**src/vdl_pkg.sv**
```systemverilog
// Constants shared by the video DAC and level DAC control block
package vdl_pkg;

  // ----------------------------------------------------------------
  // Parameter link addressing: category and byte number
  // ----------------------------------------------------------------
  localparam logic [4:0] VDL_CAT_SYSCON   = 5'h01;  // General system settings
  localparam logic [4:0] VDL_CAT_TG       = 5'h06;  // Timing generator settings
  localparam logic [4:0] VDL_CAT_LEVEL    = 5'h08;  // Level DAC settings
  localparam logic [4:0] VDL_CAT_CPU      = 5'h0C;  // Built-in controller settings
  localparam logic [4:0] VDL_CAT_EXPO     = 5'h0E;  // Exposure settings, set 2

  localparam logic [4:0] VDL_BYTE_OUT_CFG = 5'h03;  // analog_output_config
  localparam logic [4:0] VDL_BYTE_CLK_POL = 5'h13;  // sensor_clock_polarity (byte 19)
  localparam logic [4:0] VDL_BYTE_STANDBY = 5'h02;  // level_dac_standby
  localparam logic [4:0] VDL_BYTE_CH0     = 5'h03;  // level_dac_ch0_value
  localparam logic [4:0] VDL_BYTE_CH1     = 5'h04;  // level_dac_ch1_value
  localparam logic [4:0] VDL_BYTE_CH2     = 5'h05;  // level_dac_ch2_value
  localparam logic [4:0] VDL_BYTE_CPU     = 5'h05;  // cpu_control_flags
  localparam logic [4:0] VDL_BYTE_EXPO    = 5'h01;  // exposure_config_flags

  // ----------------------------------------------------------------
  // Field positions
  // ----------------------------------------------------------------
  localparam int VDL_VIDEO_OUT_SEL_BIT = 2;  // 0 mixed, 1 separated
  localparam int VDL_HCLK_A_INV_BIT    = 0;
  localparam int VDL_HCLK_B_INV_BIT    = 1;
  localparam int VDL_RG_INV_BIT        = 2;
  localparam int VDL_CH0_STB_BIT       = 5;  // Channels 1 and 2 follow upward
  localparam int VDL_EXPOSURE_HOLD_BIT = 2;
  localparam int VDL_IRIS_ENABLE_BIT   = 1;

  // ----------------------------------------------------------------
  // Reset values
  // ----------------------------------------------------------------
  localparam logic [7:0] VDL_RST_OUT_CFG = 8'h00;
  localparam logic [7:0] VDL_RST_CLK_POL = 8'h00;
  localparam logic [7:0] VDL_RST_STANDBY = 8'h00;
  localparam logic [7:0] VDL_RST_CODE    = 8'h00;
  localparam logic [7:0] VDL_RST_CPU     = 8'h00;
  localparam logic [7:0] VDL_RST_EXPO    = 8'h00;

  // ----------------------------------------------------------------
  // Video sample limits
  // ----------------------------------------------------------------
  localparam logic signed [11:0] VDL_MIX_MAX = 12'sh3FF;  // Top of 10-bit DAC
  localparam logic [9:0]         VDL_IDLE    = 10'h000;   // Unused DAC code

  // Analog output format
  typedef enum logic {VDL_MODE_MIXED, VDL_MODE_SEPARATE} vdl_mode_t;

endpackage

```
**src/vdl_level_channel.sv**
```systemverilog
// One level DAC channel: stored code, ownership and standby
module vdl_level_channel
  import vdl_pkg::*;
(
  input  wire logic       clk_i,
  input  wire logic       reset_n_i,
  input  wire logic       host_wr_i,     // Host writes this channel's code
  input  wire logic [7:0] host_code_i,
  input  wire logic       auto_own_i,    // Automatic loop owns the channel
  input  wire logic       auto_valid_i,  // Automatic loop has a new code
  input  wire logic [7:0] auto_code_i,
  input  wire logic       standby_i,     // 1 stops conversion
  output logic      [7:0] code_o,        // Stored code, for readback
  output logic      [7:0] level_o,       // Code presented to the converter
  output logic            active_o       // Converter running
);

  // ----------------------------------------------------------------
  // Stored code and converter drive
  // ----------------------------------------------------------------
  logic [7:0] code_reg,  code_next;
  logic [7:0] level_reg, level_next;
  logic       act_reg,   act_next;

  // Next values; automatic update wins a same-cycle host write
  always_comb begin
    code_next  = code_reg;
    level_next = level_reg;
    if (auto_own_i && auto_valid_i) begin
      code_next = auto_code_i;
    end else if (host_wr_i) begin
      code_next = host_code_i;
    end
    // Standby freezes the drive but never touches the stored code
    if (!standby_i) begin
      level_next = code_reg;
    end
    act_next = !standby_i;
  end

  // Registers
  always_ff @(posedge clk_i or negedge reset_n_i) begin
    if (!reset_n_i) begin
      code_reg  <= VDL_RST_CODE;
      level_reg <= VDL_RST_CODE;
      act_reg   <= 1'b0;
    end else begin
      code_reg  <= code_next;
      level_reg <= level_next;
      act_reg   <= act_next;
    end
  end

  assign code_o   = code_reg;
  assign level_o  = level_reg;
  assign active_o = act_reg;

endmodule // vdl_level_channel

```
**src/vdl_video_level_ctrl.sv**
```systemverilog
// Video DAC format, sensor clock polarity and level DAC control
//
// Overview of operation
// - Select bit picks mixed or separated output
// - Separated: luma and chroma on own outputs
// - Mixed: summed luma on luma output only
// - Digital video only under internal sync
// - Three bits invert the three sensor clocks
// - Three independent eight-bit level DAC channels
// - Each channel coded by own byte; ch0 auto until hold bit set
// - Ch1 outputs user code unless iris loop on; ch2 user code
// - Channel 2 takes user code directly
// - Per-channel standby bit stops conversion
module vdl_video_level_ctrl
  import vdl_pkg::*;
(
  input  wire logic       clk_i,
  input  wire logic       reset_n_i,
  // Parameter link, already decoded to category and byte
  input  wire logic       param_wr_i,
  input  wire logic [4:0] param_cat_i,
  input  wire logic [4:0] param_byte_i,
  input  wire logic [7:0] param_wdata_i,
  output logic      [7:0] param_rdata_o,
  // Video samples from the encoder
  input  wire logic [9:0] luma_i,
  input  wire logic [9:0] chroma_i,
  input  wire logic       int_sync_active_i,
  input  wire logic       digital_out_req_i,
  output logic            digital_out_en_o,
  output logic      [9:0] luma_current_out_o,
  output logic      [9:0] chroma_current_out_o,
  output logic            chroma_out_active_o,
  output logic            combined_luma_chroma_mode_o,
  // Sensor clocks from the timing generator
  input  wire logic       horiz_clk_a_i,
  input  wire logic       horiz_clk_b_i,
  input  wire logic       reset_gate_clk_i,
  output logic            horiz_clk_a_o,
  output logic            horiz_clk_b_o,
  output logic            reset_gate_clk_o,
  // Automatic loops
  input  wire logic       ae_gain_valid_i,
  input  wire logic [7:0] ae_gain_code_i,
  input  wire logic       iris_valid_i,
  input  wire logic [7:0] iris_code_i,
  // Level DAC channels
  output logic      [7:0] level_dac_ch0_o,
  output logic      [7:0] level_dac_ch1_o,
  output logic      [7:0] level_dac_ch2_o,
  output logic      [2:0] level_dac_active_o
);

  // ----------------------------------------------------------------
  // Parameter registers
  // ----------------------------------------------------------------
  logic [7:0] out_cfg_reg, out_cfg_next;   // analog_output_config
  logic [7:0] clk_pol_reg, clk_pol_next;   // sensor_clock_polarity
  logic [7:0] standby_reg, standby_next;   // level_dac_standby
  logic [7:0] cpu_reg,     cpu_next;       // cpu_control_flags
  logic [7:0] expo_reg,    expo_next;      // exposure_config_flags
  logic [7:0] rdata_reg,   rdata_next;     // Readback of addressed byte
  logic       wr_ch0, wr_ch1, wr_ch2;      // Channel code write strobes
  logic [7:0] code0, code1, code2;         // Stored channel codes

  // Address decode for the channel codes
  assign wr_ch0 = param_wr_i && (param_cat_i == VDL_CAT_LEVEL) && (param_byte_i == VDL_BYTE_CH0);
  assign wr_ch1 = param_wr_i && (param_cat_i == VDL_CAT_LEVEL) && (param_byte_i == VDL_BYTE_CH1);
  assign wr_ch2 = param_wr_i && (param_cat_i == VDL_CAT_LEVEL) && (param_byte_i == VDL_BYTE_CH2);

  // Next values of the parameter bytes and the readback
  always_comb begin
    out_cfg_next = out_cfg_reg;
    clk_pol_next = clk_pol_reg;
    standby_next = standby_reg;
    cpu_next     = cpu_reg;
    expo_next    = expo_reg;
    if (param_wr_i) begin
      case ({param_cat_i, param_byte_i})
        {VDL_CAT_SYSCON, VDL_BYTE_OUT_CFG}: out_cfg_next = param_wdata_i;
        {VDL_CAT_TG,     VDL_BYTE_CLK_POL}: clk_pol_next = param_wdata_i;
        {VDL_CAT_LEVEL,  VDL_BYTE_STANDBY}: standby_next = param_wdata_i;
        {VDL_CAT_CPU,    VDL_BYTE_CPU}:     cpu_next     = param_wdata_i;
        {VDL_CAT_EXPO,   VDL_BYTE_EXPO}:    expo_next    = param_wdata_i;
        default: ;  // Codes go to the channels, other bytes ignored
      endcase
    end
    // Unmapped bytes read as zero; codes show automatic updates too
    case ({param_cat_i, param_byte_i})
      {VDL_CAT_SYSCON, VDL_BYTE_OUT_CFG}: rdata_next = out_cfg_reg;
      {VDL_CAT_TG,     VDL_BYTE_CLK_POL}: rdata_next = clk_pol_reg;
      {VDL_CAT_LEVEL,  VDL_BYTE_STANDBY}: rdata_next = standby_reg;
      {VDL_CAT_LEVEL,  VDL_BYTE_CH0}:     rdata_next = code0;
      {VDL_CAT_LEVEL,  VDL_BYTE_CH1}:     rdata_next = code1;
      {VDL_CAT_LEVEL,  VDL_BYTE_CH2}:     rdata_next = code2;
      {VDL_CAT_CPU,    VDL_BYTE_CPU}:     rdata_next = cpu_reg;
      {VDL_CAT_EXPO,   VDL_BYTE_EXPO}:    rdata_next = expo_reg;
      default:                            rdata_next = 8'h00;
    endcase
  end

  // Parameter registers
  always_ff @(posedge clk_i or negedge reset_n_i) begin
    if (!reset_n_i) begin
      out_cfg_reg <= VDL_RST_OUT_CFG;
      clk_pol_reg <= VDL_RST_CLK_POL;
      standby_reg <= VDL_RST_STANDBY;
      cpu_reg     <= VDL_RST_CPU;
      expo_reg    <= VDL_RST_EXPO;
      rdata_reg   <= 8'h00;
    end else begin
      out_cfg_reg <= out_cfg_next;
      clk_pol_reg <= clk_pol_next;
      standby_reg <= standby_next;
      cpu_reg     <= cpu_next;
      expo_reg    <= expo_next;
      rdata_reg   <= rdata_next;
    end
  end

  assign param_rdata_o = rdata_reg;

  // ----------------------------------------------------------------
  // Video DAC and sensor clock outputs
  // ----------------------------------------------------------------
  vdl_mode_t         mode;                 // Current analog format
  logic signed [11:0] mix_sum;             // Luma plus signed chroma
  logic [9:0]        mix_clamped;          // Sum limited to DAC range
  logic [9:0]        chroma_unsigned;      // Chroma offset to mid-scale
  logic [9:0]        luma_reg,   luma_next;
  logic [9:0]        chroma_reg, chroma_next;
  logic              c_act_reg,  c_act_next;
  logic              mix_reg,    mix_next;
  logic              dig_reg,    dig_next;
  logic [2:0]        hclk_reg,   hclk_next;
  logic [2:0]        hclk_want;            // Expected clock levels

  assign mode = out_cfg_reg[VDL_VIDEO_OUT_SEL_BIT] ? VDL_MODE_SEPARATE : VDL_MODE_MIXED;
  assign mix_sum = $signed({2'b00, luma_i}) + $signed({{2{chroma_i[9]}}, chroma_i});
  assign chroma_unsigned = {~chroma_i[9], chroma_i[8:0]};
  assign hclk_want = {reset_gate_clk_i ^ clk_pol_reg[VDL_RG_INV_BIT],
                      horiz_clk_b_i ^ clk_pol_reg[VDL_HCLK_B_INV_BIT],
                      horiz_clk_a_i ^ clk_pol_reg[VDL_HCLK_A_INV_BIT]};

  // Clamp keeps overshoot from wrapping into a dark sample
  always_comb begin
    if (mix_sum < 12'sh000) begin
      mix_clamped = 10'h000;
    end else if (mix_sum > VDL_MIX_MAX) begin
      mix_clamped = VDL_MIX_MAX[9:0];
    end else begin
      mix_clamped = mix_sum[9:0];
    end
  end

  // Next output values
  always_comb begin
    case (mode)
      VDL_MODE_SEPARATE: begin
        luma_next   = luma_i;
        chroma_next = chroma_unsigned;
        c_act_next  = 1'b1;
        mix_next    = 1'b0;
      end
      default: begin
        luma_next   = mix_clamped;
        chroma_next = VDL_IDLE;
        c_act_next  = 1'b0;
        mix_next    = 1'b1;
      end
    endcase
    // Analog output keeps running alongside digital output
    dig_next  = digital_out_req_i && int_sync_active_i;
    hclk_next = hclk_want;
  end

  // Output registers
  always_ff @(posedge clk_i or negedge reset_n_i) begin
    if (!reset_n_i) begin
      luma_reg   <= VDL_IDLE;
      chroma_reg <= VDL_IDLE;
      c_act_reg  <= 1'b0;
      mix_reg    <= 1'b1;
      dig_reg    <= 1'b0;
      hclk_reg   <= 3'h0;
    end else begin
      luma_reg   <= luma_next;
      chroma_reg <= chroma_next;
      c_act_reg  <= c_act_next;
      mix_reg    <= mix_next;
      dig_reg    <= dig_next;
      hclk_reg   <= hclk_next;
    end
  end

  assign luma_current_out_o          = luma_reg;
  assign chroma_current_out_o        = chroma_reg;
  assign chroma_out_active_o         = c_act_reg;
  assign combined_luma_chroma_mode_o = mix_reg;
  assign digital_out_en_o            = dig_reg;
  assign horiz_clk_a_o               = hclk_reg[0];
  assign horiz_clk_b_o               = hclk_reg[1];
  assign reset_gate_clk_o            = hclk_reg[2];

  // ----------------------------------------------------------------
  // Level DAC channels
  // ----------------------------------------------------------------
  // Ch0 belongs to exposure control until the host sets the hold bit
  vdl_level_channel u_ch0 (
    .clk_i        (clk_i),
    .reset_n_i    (reset_n_i),
    .host_wr_i    (wr_ch0),
    .host_code_i  (param_wdata_i),
    .auto_own_i   (!cpu_reg[VDL_EXPOSURE_HOLD_BIT]),
    .auto_valid_i (ae_gain_valid_i),
    .auto_code_i  (ae_gain_code_i),
    .standby_i    (standby_reg[VDL_CH0_STB_BIT]),
    .code_o       (code0),
    .level_o      (level_dac_ch0_o),
    .active_o     (level_dac_active_o[0])
  );

  // Ch1 belongs to the iris loop while that loop is enabled
  vdl_level_channel u_ch1 (
    .clk_i        (clk_i),
    .reset_n_i    (reset_n_i),
    .host_wr_i    (wr_ch1),
    .host_code_i  (param_wdata_i),
    .auto_own_i   (expo_reg[VDL_IRIS_ENABLE_BIT]),
    .auto_valid_i (iris_valid_i),
    .auto_code_i  (iris_code_i),
    .standby_i    (standby_reg[VDL_CH0_STB_BIT + 1]),
    .code_o       (code1),
    .level_o      (level_dac_ch1_o),
    .active_o     (level_dac_active_o[1])
  );

  // Ch2 has no owner: a write lands directly
  vdl_level_channel u_ch2 (
    .clk_i        (clk_i),
    .reset_n_i    (reset_n_i),
    .host_wr_i    (wr_ch2),
    .host_code_i  (param_wdata_i),
    .auto_own_i   (1'b0),
    .auto_valid_i (1'b0),
    .auto_code_i  (8'h00),
    .standby_i    (standby_reg[VDL_CH0_STB_BIT + 2]),
    .code_o       (code2),
    .level_o      (level_dac_ch2_o),
    .active_o     (level_dac_active_o[2])
  );

  logic ch2_run;                               // Channel 2 out of standby
  assign ch2_run = !standby_reg[VDL_CH0_STB_BIT + 2];
endmodule // vdl_video_level_ctrl

```
**config.mk**
```make
export PLATFORM = sky130hd
export DESIGN_NAME = vdl_video_level_ctrl
export DESIGN_NICKNAME = d
export VERILOG_FILES = /design/src/vdl_pkg.sv /design/src/vdl_level_channel.sv /design/src/vdl_video_level_ctrl.sv
export SDC_FILE = /design/constraint.sdc
export NUM_CORES = 1
export LEC_CHECK = 0
export ABC_AREA = 1
export BUFFER_PORTS_ARGS = -buffer_cell sky130_fd_sc_hd__buf_4
export CAP_MARGIN = 20
export CORE_AREA = 5 5 142 144
export CTS_CLUSTER_SIZE = 12
export DETAILED_ROUTE_END_ITERATION = 8
export DIE_AREA = 0 0 147 149
export PLACE_DENSITY = 0.64
export SYNTH_ARGS = -nofsm -noshare
export SYNTH_HDL_FRONTEND = slang
export SYNTH_HIERARCHICAL = 1
export SYNTH_SLANG_ARGS = --single-unit
```
**constraint.sdc**
```tcl
create_clock -name clk_i -period 1 [get_ports clk_i]
set_input_delay 0.1 -clock clk_i [delete_from_list [all_inputs] [get_ports clk_i]]
set_output_delay 0.1 -clock clk_i [all_outputs]
set_load 0.005 [all_outputs]
```
# Word level (Yosys, flattened, before mapping)
# Index checks and enable logic that the tools add are counted.
# totals
ramBits,0
romBits,0
memories,0
wordCells,70
in_bits,64
output_inout_bits,61
latch_bits,0
regBits,125
# classes
multipliers,0
eq_ne,12
n_lt_le_gt_ge,2
bitwise,4
mux,12
n_addsub,1
shift,0
div_mod_pow,0
n_reduce_logical,18
# ops
op,n
$pmux 8 s8,1
$eq 10x9->1 const B,6
$mux 10,4
$mux 8,4
$add 11x10->12,1
$gt 12x11->1 const B,1
$lt 12x1->1 const B,1
$eq 10x6->1 const B,1
$eq 10x8->1 const B,1
$eq 5x3->1 const B,2
$reduce_and 2->1,5
$logic_and 1x1->1,7
$eq 5x2->1 const B,1
$eq 5x4->1 const B,1
$logic_not 1->1,4
$reduce_bool 2->1,2
$mux 1,3
$xor 1x1->1,3
$not 1->1,1

# Depth between registers and ports, before layout
# Gate-level depths: netlist of the first run.
# depth
word_depth,5
mapped_depth,13
ltp_nobuf,13

# Modules after synthesis
# The synthesis of the first run kept the hierarchy.
# by_module_without_submodules
module,cells_each,n_inst,seq_area_each_um2,area_each_um2
vdl_video_level_ctrl,508,1,1853.0,3953.8
vdl_level_channel,105,3,425.4,815.8

# Worst setup path after synthesis of the first run
# OpenSTA, ideal clock, no wires.
# synth_path
path_type,input port to flip-flop
startpoint,input port luma_i[2]
endpoint,register luma_reg[0] (netlist: luma_current_out_o[0])
t_required_ns,0.883
setup_time_ns,0.117
path_stages,11
arrival_ns,1.350
setup_slack_ns,-0.467
n_path_buf,0
path_cell_list,ha_1 a21oi_1 o21ai_2 nand2_1 nand3_1 nand2_1 nand2_1 nand2_2 nand2_1 nand2_1 nand2_1
# synth_via
elab_chain_cells,5
word_cells_on_any_way,6
cone_classes,add/sub (1); order compare (2); mux (3)
# synth_lines
element,line_no,source
"start, declared",vdl_video_level_ctrl.sv:26,"input wire logic [9:0] luma_i,"
$add 11x10->12 (*),vdl_video_level_ctrl.sv:139,"assign mix_sum = $signed({2'b00, luma_i}) + $signed({{2{chroma_i[9]}}, chroma_i});"
$gt 12x11->1,vdl_video_level_ctrl.sv:149,end else if (mix_sum > VDL_MIX_MAX) begin
$mux 10,vdl_video_level_ctrl.sv:149,
$mux 10 (*),vdl_video_level_ctrl.sv:147,if (mix_sum < 12'sh000) begin
$mux 10 (*),vdl_video_level_ctrl.sv:158,case (mode)
named net luma_next[0],vdl_video_level_ctrl.sv:130,"logic [9:0] luma_reg, luma_next;"
"end signal, assigned",vdl_video_level_ctrl.sv:187,luma_reg <= luma_next;
"end, declared",vdl_video_level_ctrl.sv:130,
# The timed path passes the listed nets; every way through them passes the cells marked *.
# A chain may end at the register's enable or synchronous reset.

# Worst setup path after layout of the first run
# layout_path
startpoint,input port luma_i[6]
endpoint,register luma_reg[1] (netlist: luma_current_out_o[1])
# The elaborated chain is that of the path after synthesis.

==> flow_metrics.tcl, run 1 <==
set metrics [dict create \
    wl_per_cell_um 15.0 \
    drc_errors 0 \
    ys_seq_area_share_pct 48.9 \
    hold_viol_final 0 \
    critPathMostFrequentCell "nand2_1" \
    period_share_pct 118 \
    gp_congestion 0.864 \
    synth_area_mm2 0.00640 \
    path_class "in -> reg" \
    crit_path_end_kind "flip-flop" \
    synth-simple-area-share_pct 31.3 \
    drt-total-wl_mm 20.3 \
    cts_buffers 17 \
    cts_tree "done" \
    yosysTopAreaCell "dfrtp_1" \
    clk_latency_ps 430 \
    cts_buffer_depth 2 \
    clkTransAtPathRegs_ps 60 \
    synth_top_family_by_area "simple AND/OR/NAND/NOR gates" \
    synth.distinct_cells 36 \
    fin_nets 1185 \
    fmax_ghz 0.851 \
    antenna_found_initial 0 \
    max_stage_delay_ps 260 \
    status "finished with violations" \
    grt_first_pass_wirelength_mm 31.7 \
    floorplan.initialDensity_pct 34.5 \
    violations "setup timing" \
    row_count 50 \
    combPwrFrac_pct 19.7 \
    muxShareOfSynthArea_pct 0 \
    overflow 0 \
    synth_area_leaders "dfrtp_1, nand2_1, inv_1, nand3_1, o21ai_0" \
    cap_violations 0 \
    ys_warn_count 6 \
    switching_share_pct 26.6 \
    synth_edf_count 0 \
    synth_compound_area_share_pct 6.65 \
    slowest_stage "ha_4" \
    power_frac_seq_pct 38.2 \
    crit_chain "buf_6, ha_4, a21oi_2, nand2_1, nand2_1, nand4_1, a21oi_4, buf_12, nand2_1, nand2_1" \
    hold_path.class "in -> reg" \
    required_ps 1360 \
    synthXorXnorAreaFrac_pct 1.37 \
    dieArea_mm2 0.0219 \
    hpwl_mm 13.9 \
    rsz0062_at_grt "true" \
    synth-seq-cells 125 \
    synth_ff_type "dfrtp_1" \
    drive_above_1_share_pct 36.2 \
    vias 6405 \
    netlist_instances 823 \
    fp.dieW_um 147 \
    p_total_uw 14900 \
    portBuffers 124 \
    dp_slack_ps -616 \
    die_h_um 149 \
    vias_per_cell 4.72 \
    clkPwrFrac_pct 42.1 \
    htree_levels 4 \
    power_density_mw_per_mm2 1450 \
    arrival_ps 1530 \
    final_cell_mix "nand2_1, buf_4, dfrtp_1, inv_1, buf_6" \
    num_io_pins 125 \
    async_reset_ff_share_pct 100 \
    reg2reg_depth 5 \
    n_antenna_cell 0 \
    finalSetupTns_ps -2910 \
    grt_start_max_net_pins 70 \
    ant_nets 0 \
    fin_ws_ps -175 \
    fin_crit_ps 1180 \
    synthAdderAreaFrac_pct 2.46 \
    post_synth.cell_area_avg_um2 7.78 \
    core_mm2 0.0186 \
    skew_ps 13.2 \
    setup_viol 68 \
    slew_viol_final 0 \
    first_pass_iters 5 \
    cp_max_fo 8 \
    clock_sinks 125 \
    ir_drop_uv 1370 \
    area_growth_pct 60.7 \
    root_buffer "clkbuf_16" \
    synth_top_area_share_pct 48.5 \
    min_path_cells 5 \
    drtIter0Drc 258 \
    intPower_uw 11000 \
    grt_pass1_vias 6213 \
    layout_commonest_cell "nand2_1" \
    start_kind "input port" \
    power_leakage_uw 0.00534 \
    p_switching_uw 3970 \
    track_usage_pct 18.4 \
]
==> layout make-up <==
class                      instances  area [um^2]
tap                              234          293
fill                            1602         8290
sequential                       125         3130
inverter                         107          448
multi-input combinational        579         3220
clock inverter                    13          165
clock buffer                      19          433
timing repair buffer             278         2590
timing repair inverter             1         5.00
==> timing repair <==
item                                    4_1_cts  5_1_grt
hold endpoints to repair                    165        0
pin swaps                                    30       56
hold buffers                                 42        0
gates cloned                                  1        1
gates resized for setup                      95       65
setup buffers                                19       18
endpoints found under the setup margin       88      119
==> power by group through the flow <==
| stage | clock [uW] | combinational [uW] | sequential [uW] |
|---|---|---|---|
| detailed placement | 0 | 2190 | 5750 |
| finish | 6290 | 2940 | 5710 |
| global route | 6690 | 3210 | 5750 |
| global placement | 0 | 2160 | 5750 |
| floorplan | 0 | 935 | 5720 |
| CTS | 6440 | 2680 | 5710 |
==> path summary, 6_finish.rpt <==
path | to | slack, ps | start
min in group asynchronous | u_ch2/level_o[0] | 220 | reset_n_i
max | luma_current_out_o[1] | -180 | luma_i[6]
max in group asynchronous | standby_reg[5] | 380 | reset_n_i
max reg2reg | luma_current_out_o[1] | -70 | out_cfg_reg[2]
min | u_ch0/code_o[6] | 40 | param_wdata_i[6]
min reg2reg | out_cfg_reg[1] | 480 | out_cfg_reg[1]
==> synthesized netlist by cell type, types with 4 or more instances <==
| cell | n |
|---|---|
| a21oi_1 | 7 |
| a22oi_1 | 4 |
| buf_2 | 4 |
| buf_4 | 4 |
| buf_6 | 12 |
| dfrtp_1 | 124 |
| ha_1 | 11 |
| inv_1 | 98 |
| inv_2 | 6 |
| nand2_1 | 343 |
| nand2_2 | 11 |
| nand2_4 | 4 |
| nand3_1 | 63 |
| nand4_1 | 8 |
| nor2_1 | 27 |
| nor3_1 | 8 |
| o21ai_0 | 44 |
| o21ai_2 | 9 |
| xor2_1 | 8 |
==> through the flow <==
step / cells / util (%) / hold slack (ps) / cell area, um^2
after detailed placement: 1243 / 45.1 / 130 / 8380
after global routing: 1356 / 55.4 / 49.9 / 10300
after floorplan: 832 / - / -196 / 6750
final: 1356 / 55.4 / 36.8 / 10300
after CTS: 1337 / 53.4 / 6.93 / 9920
after global placement: 1243 / 45.1 / 129 / 8380
==> cell families (layout without fill, tap and decap cells) <==
logic type / Yosys count / after routing
AO/OA/AOI/OAI: 72 / 72
XOR/XNOR: 10 / 10
adder cells (fa/ha/maj): 12 / 12
buffers and inverters: 129 / 418
flip-flops: 125 / 125
other: 1 / 10
AND/OR/NAND/NOR: 474 / 475
==> worst max-delay path: cells and delay by family <==
kind	cells	cell delay (ps)
buffers and inverters	2	250
and+or+nand+nor	5	490
adders and majority gates	1	260
AOI/OAI and AO/OA	2	410
==> routing by layer <==
layer / GRT usage [%] / up-vias / wire length (um)
li1: - / 3138 / -
met1: 22.3 / 3009 / 8240
met2: 31.7 / 228 / 10300
met3: 5.20 / 30 / 1400
met4: 6.15 / 0 / 371
met5: 0 / - / 0
Note: power is estimated with default switching activity, not from simulation.
==> inputs of run 2 (changes only) <==
Settings changed: PLACE_DENSITY 0.64 to 0.62.
Clock period 1 ns to 1.4 ns, I/O delays scaled along.
==> flow_metrics.tcl, run 2 (synthesis gave the netlist of run 1 again) <==
set metrics [dict create \
    fin_ws_ps 155 \
    max_stage_delay_ps 330 \
    critPathMostFrequentCell "nand2_1" \
    fmax_ghz 0.803 \
    status "completed" \
    p_switching_uw 2510 \
    floorplan.initialDensity_pct 34.5 \
    intPower_uw 7740 \
    fin_crit_ps 1250 \
    switching_share_pct 24.5 \
    dieArea_mm2 0.0219 \
    critPathTopFamily "simple AND/OR/NAND/NOR gates" \
    drt-total-wl_mm 18.7 \
    wl_per_cell_um 14.3 \
    hold_path.class "in -> reg" \
    crit_path_end_kind "flip-flop" \
    cap_violations 0 \
    drc_errors 0 \
    power_density_mw_per_mm2 1130 \
    vias_per_cell 4.63 \
    hold_viol_final 0 \
    cts_tree "done" \
    arrival_ps 1540 \
    ir_drop_uv 896 \
    overflow 0 \
    antenna_found_initial 0 \
    fp.dieW_um 147 \
    clock_sinks 125 \
    multi_input_area_mm2 0.00281 \
    final_cell_mix "nand2_1, buf_4, dfrtp_1, inv_1, nand3_1" \
    grt_start_max_net_pins 30 \
    core_mm2 0.0186 \
    row_count 50 \
    slowest_stage "ha_1" \
    slew_viol_final 0 \
    gp_congestion 0.853 \
    grt_first_pass_wirelength_mm 30.1 \
    period_share_pct 89.0 \
    fill_cells 1802 \
    htree_levels 4 \
    drive_above_1_share_pct 26.9 \
    die_h_um 149 \
    power_leakage_uw 0.00491 \
    clkPwrFrac_pct 45.7 \
    track_usage_pct 17.3 \
    rsz0062_at_grt "false" \
    start_kind "input port" \
    power_frac_seq_pct 39.8 \
    ant_nets 0 \
    cp_max_fo 10 \
    crit_chain "buf_4, ha_1, a21o_1, a21oi_1, nand3_1, inv_1, nand2_1, nand2_4, nand2_1, nand2_1, nand2_1" \
    clk_latency_ps 410 \
    clkTransAtPathRegs_ps 50 \
    required_ps 1700 \
    portBuffers 124 \
    vias 6032 \
    root_buffer "clkbuf_16" \
    cts_buffer_depth 2 \
    p_total_uw 10200 \
    layout_commonest_cell "nand2_1" \
    n_antenna_cell 0 \
    cts_buffers 17 \
    dp_slack_ps -275 \
    skew_ps 7.88 \
    grt_pass1_vias 5991 \
    fin_nets 1134 \
    drtIter0Drc 275 \
    num_io_pins 125 \
    cp_num_buf_inv 2 \
    combPwrFrac_pct 14.6 \
    hpwl_mm 14.4 \
    ff_latch_area_mm2 0.00313 \
    first_pass_iters 5 \
    path_class "in -> reg" \
    setup_viol 0 \
    area_growth_pct 42.3 \
]
==> run 2: cell types whose count changed in the layout (fill, tap and decap cells not counted), moves of 6 or more <==
cell           delta
buf_6            -77
buf_4            +51
nand2_1          +34
nand2_2          -24
dlygate4sd3_1    -18
nand3_1          +16
nand3_2          -13
inv_1            +11
o21ai_0          +10
o21ai_1           -9
nand2_4           -8
nor3_1            +6
==> run 2: cell type report <==
cell class / instances / share of cell area [%]
multi-input cells: 578 / 30.9
clock buffers: 20 / 5.12
flip-flops and latches: 125 / 34.4
well taps: 234 / 3.21
inverters: 107 / 4.41
clock inverters: 11 / 1.81
repair buffers: 229 / 20.2
==> run 2: power by group through the flow <==
stage | clock network (uW) | registers, uW | logic, uW
after detailed placement | 0 | 4130 | 1450
final | 4680 | 4070 | 1490
after global routing | 4950 | 4110 | 1690
after global placement | 0 | 4140 | 1430
after CTS | 4780 | 4080 | 1510
after floorplan | 0 | 4080 | 629
==> run 2: final timing paths <==
check,startpoint,to,slack (ps),cells after the start
worst max-delay path,luma_i[7],luma_current_out_o[2],150,11
worst min-delay path,ae_gain_code_i[4],u_ch0/code_o[4],20,5
worst max register to register,u_ch1/code_o[5],param_rdata_o[5],240,4
worst min register to register,u_ch2/level_o[5],u_ch2/level_o[5],480,2
max in group asynchronous,reset_n_i,combined_luma_chroma_mode_o,710,3
min in group asynchronous,reset_n_i,u_ch2/level_o[0],170,2
==> run 2: worst min-delay path, cell delays in order <==
cell     delay [ps]
buf_4            70
inv_1            30
nand3_1          50
nand2_1          40
nand2_1          50
==> run 2: per-layer routing <==
| layer | track usage, % | part of all wire (%) | wire length [um] |
|---|---|---|---|
| met5 | 0 | 0 | 0 |
| met4 | 5.87 | 2.4 | 456 |
| met3 | 5.20 | 6.3 | 1180 |
| met2 | 28.6 | 48 | 8920 |
| met1 | 21.8 | 44 | 8140 |
==> run 2: timing repair <==
action                     in CTS  in global routing
hold buffers                   24                  0
setup endpoints to repair       0                  1
gates resized for setup         0                  1
buffers inserted                0                  0
hold endpoints to repair      146                  0
==> run 2: stage by stage <==
stage	hold slack (ps)	util [%]	setup TNS, ps	cell area, um^2	std cells
6_report	18.6	49.0	0	9110	1304
5_1_grt	19.2	49.0	0	9110	1304
4_1_cts	4.67	49.0	0	9100	1304
3_5_place_dp	60.9	44.3	-6080	8230	1249
3_3_place_gp	58.5	44.3	-4210	8230	1249
2_1_floorplan	-156	-	0	6530	832
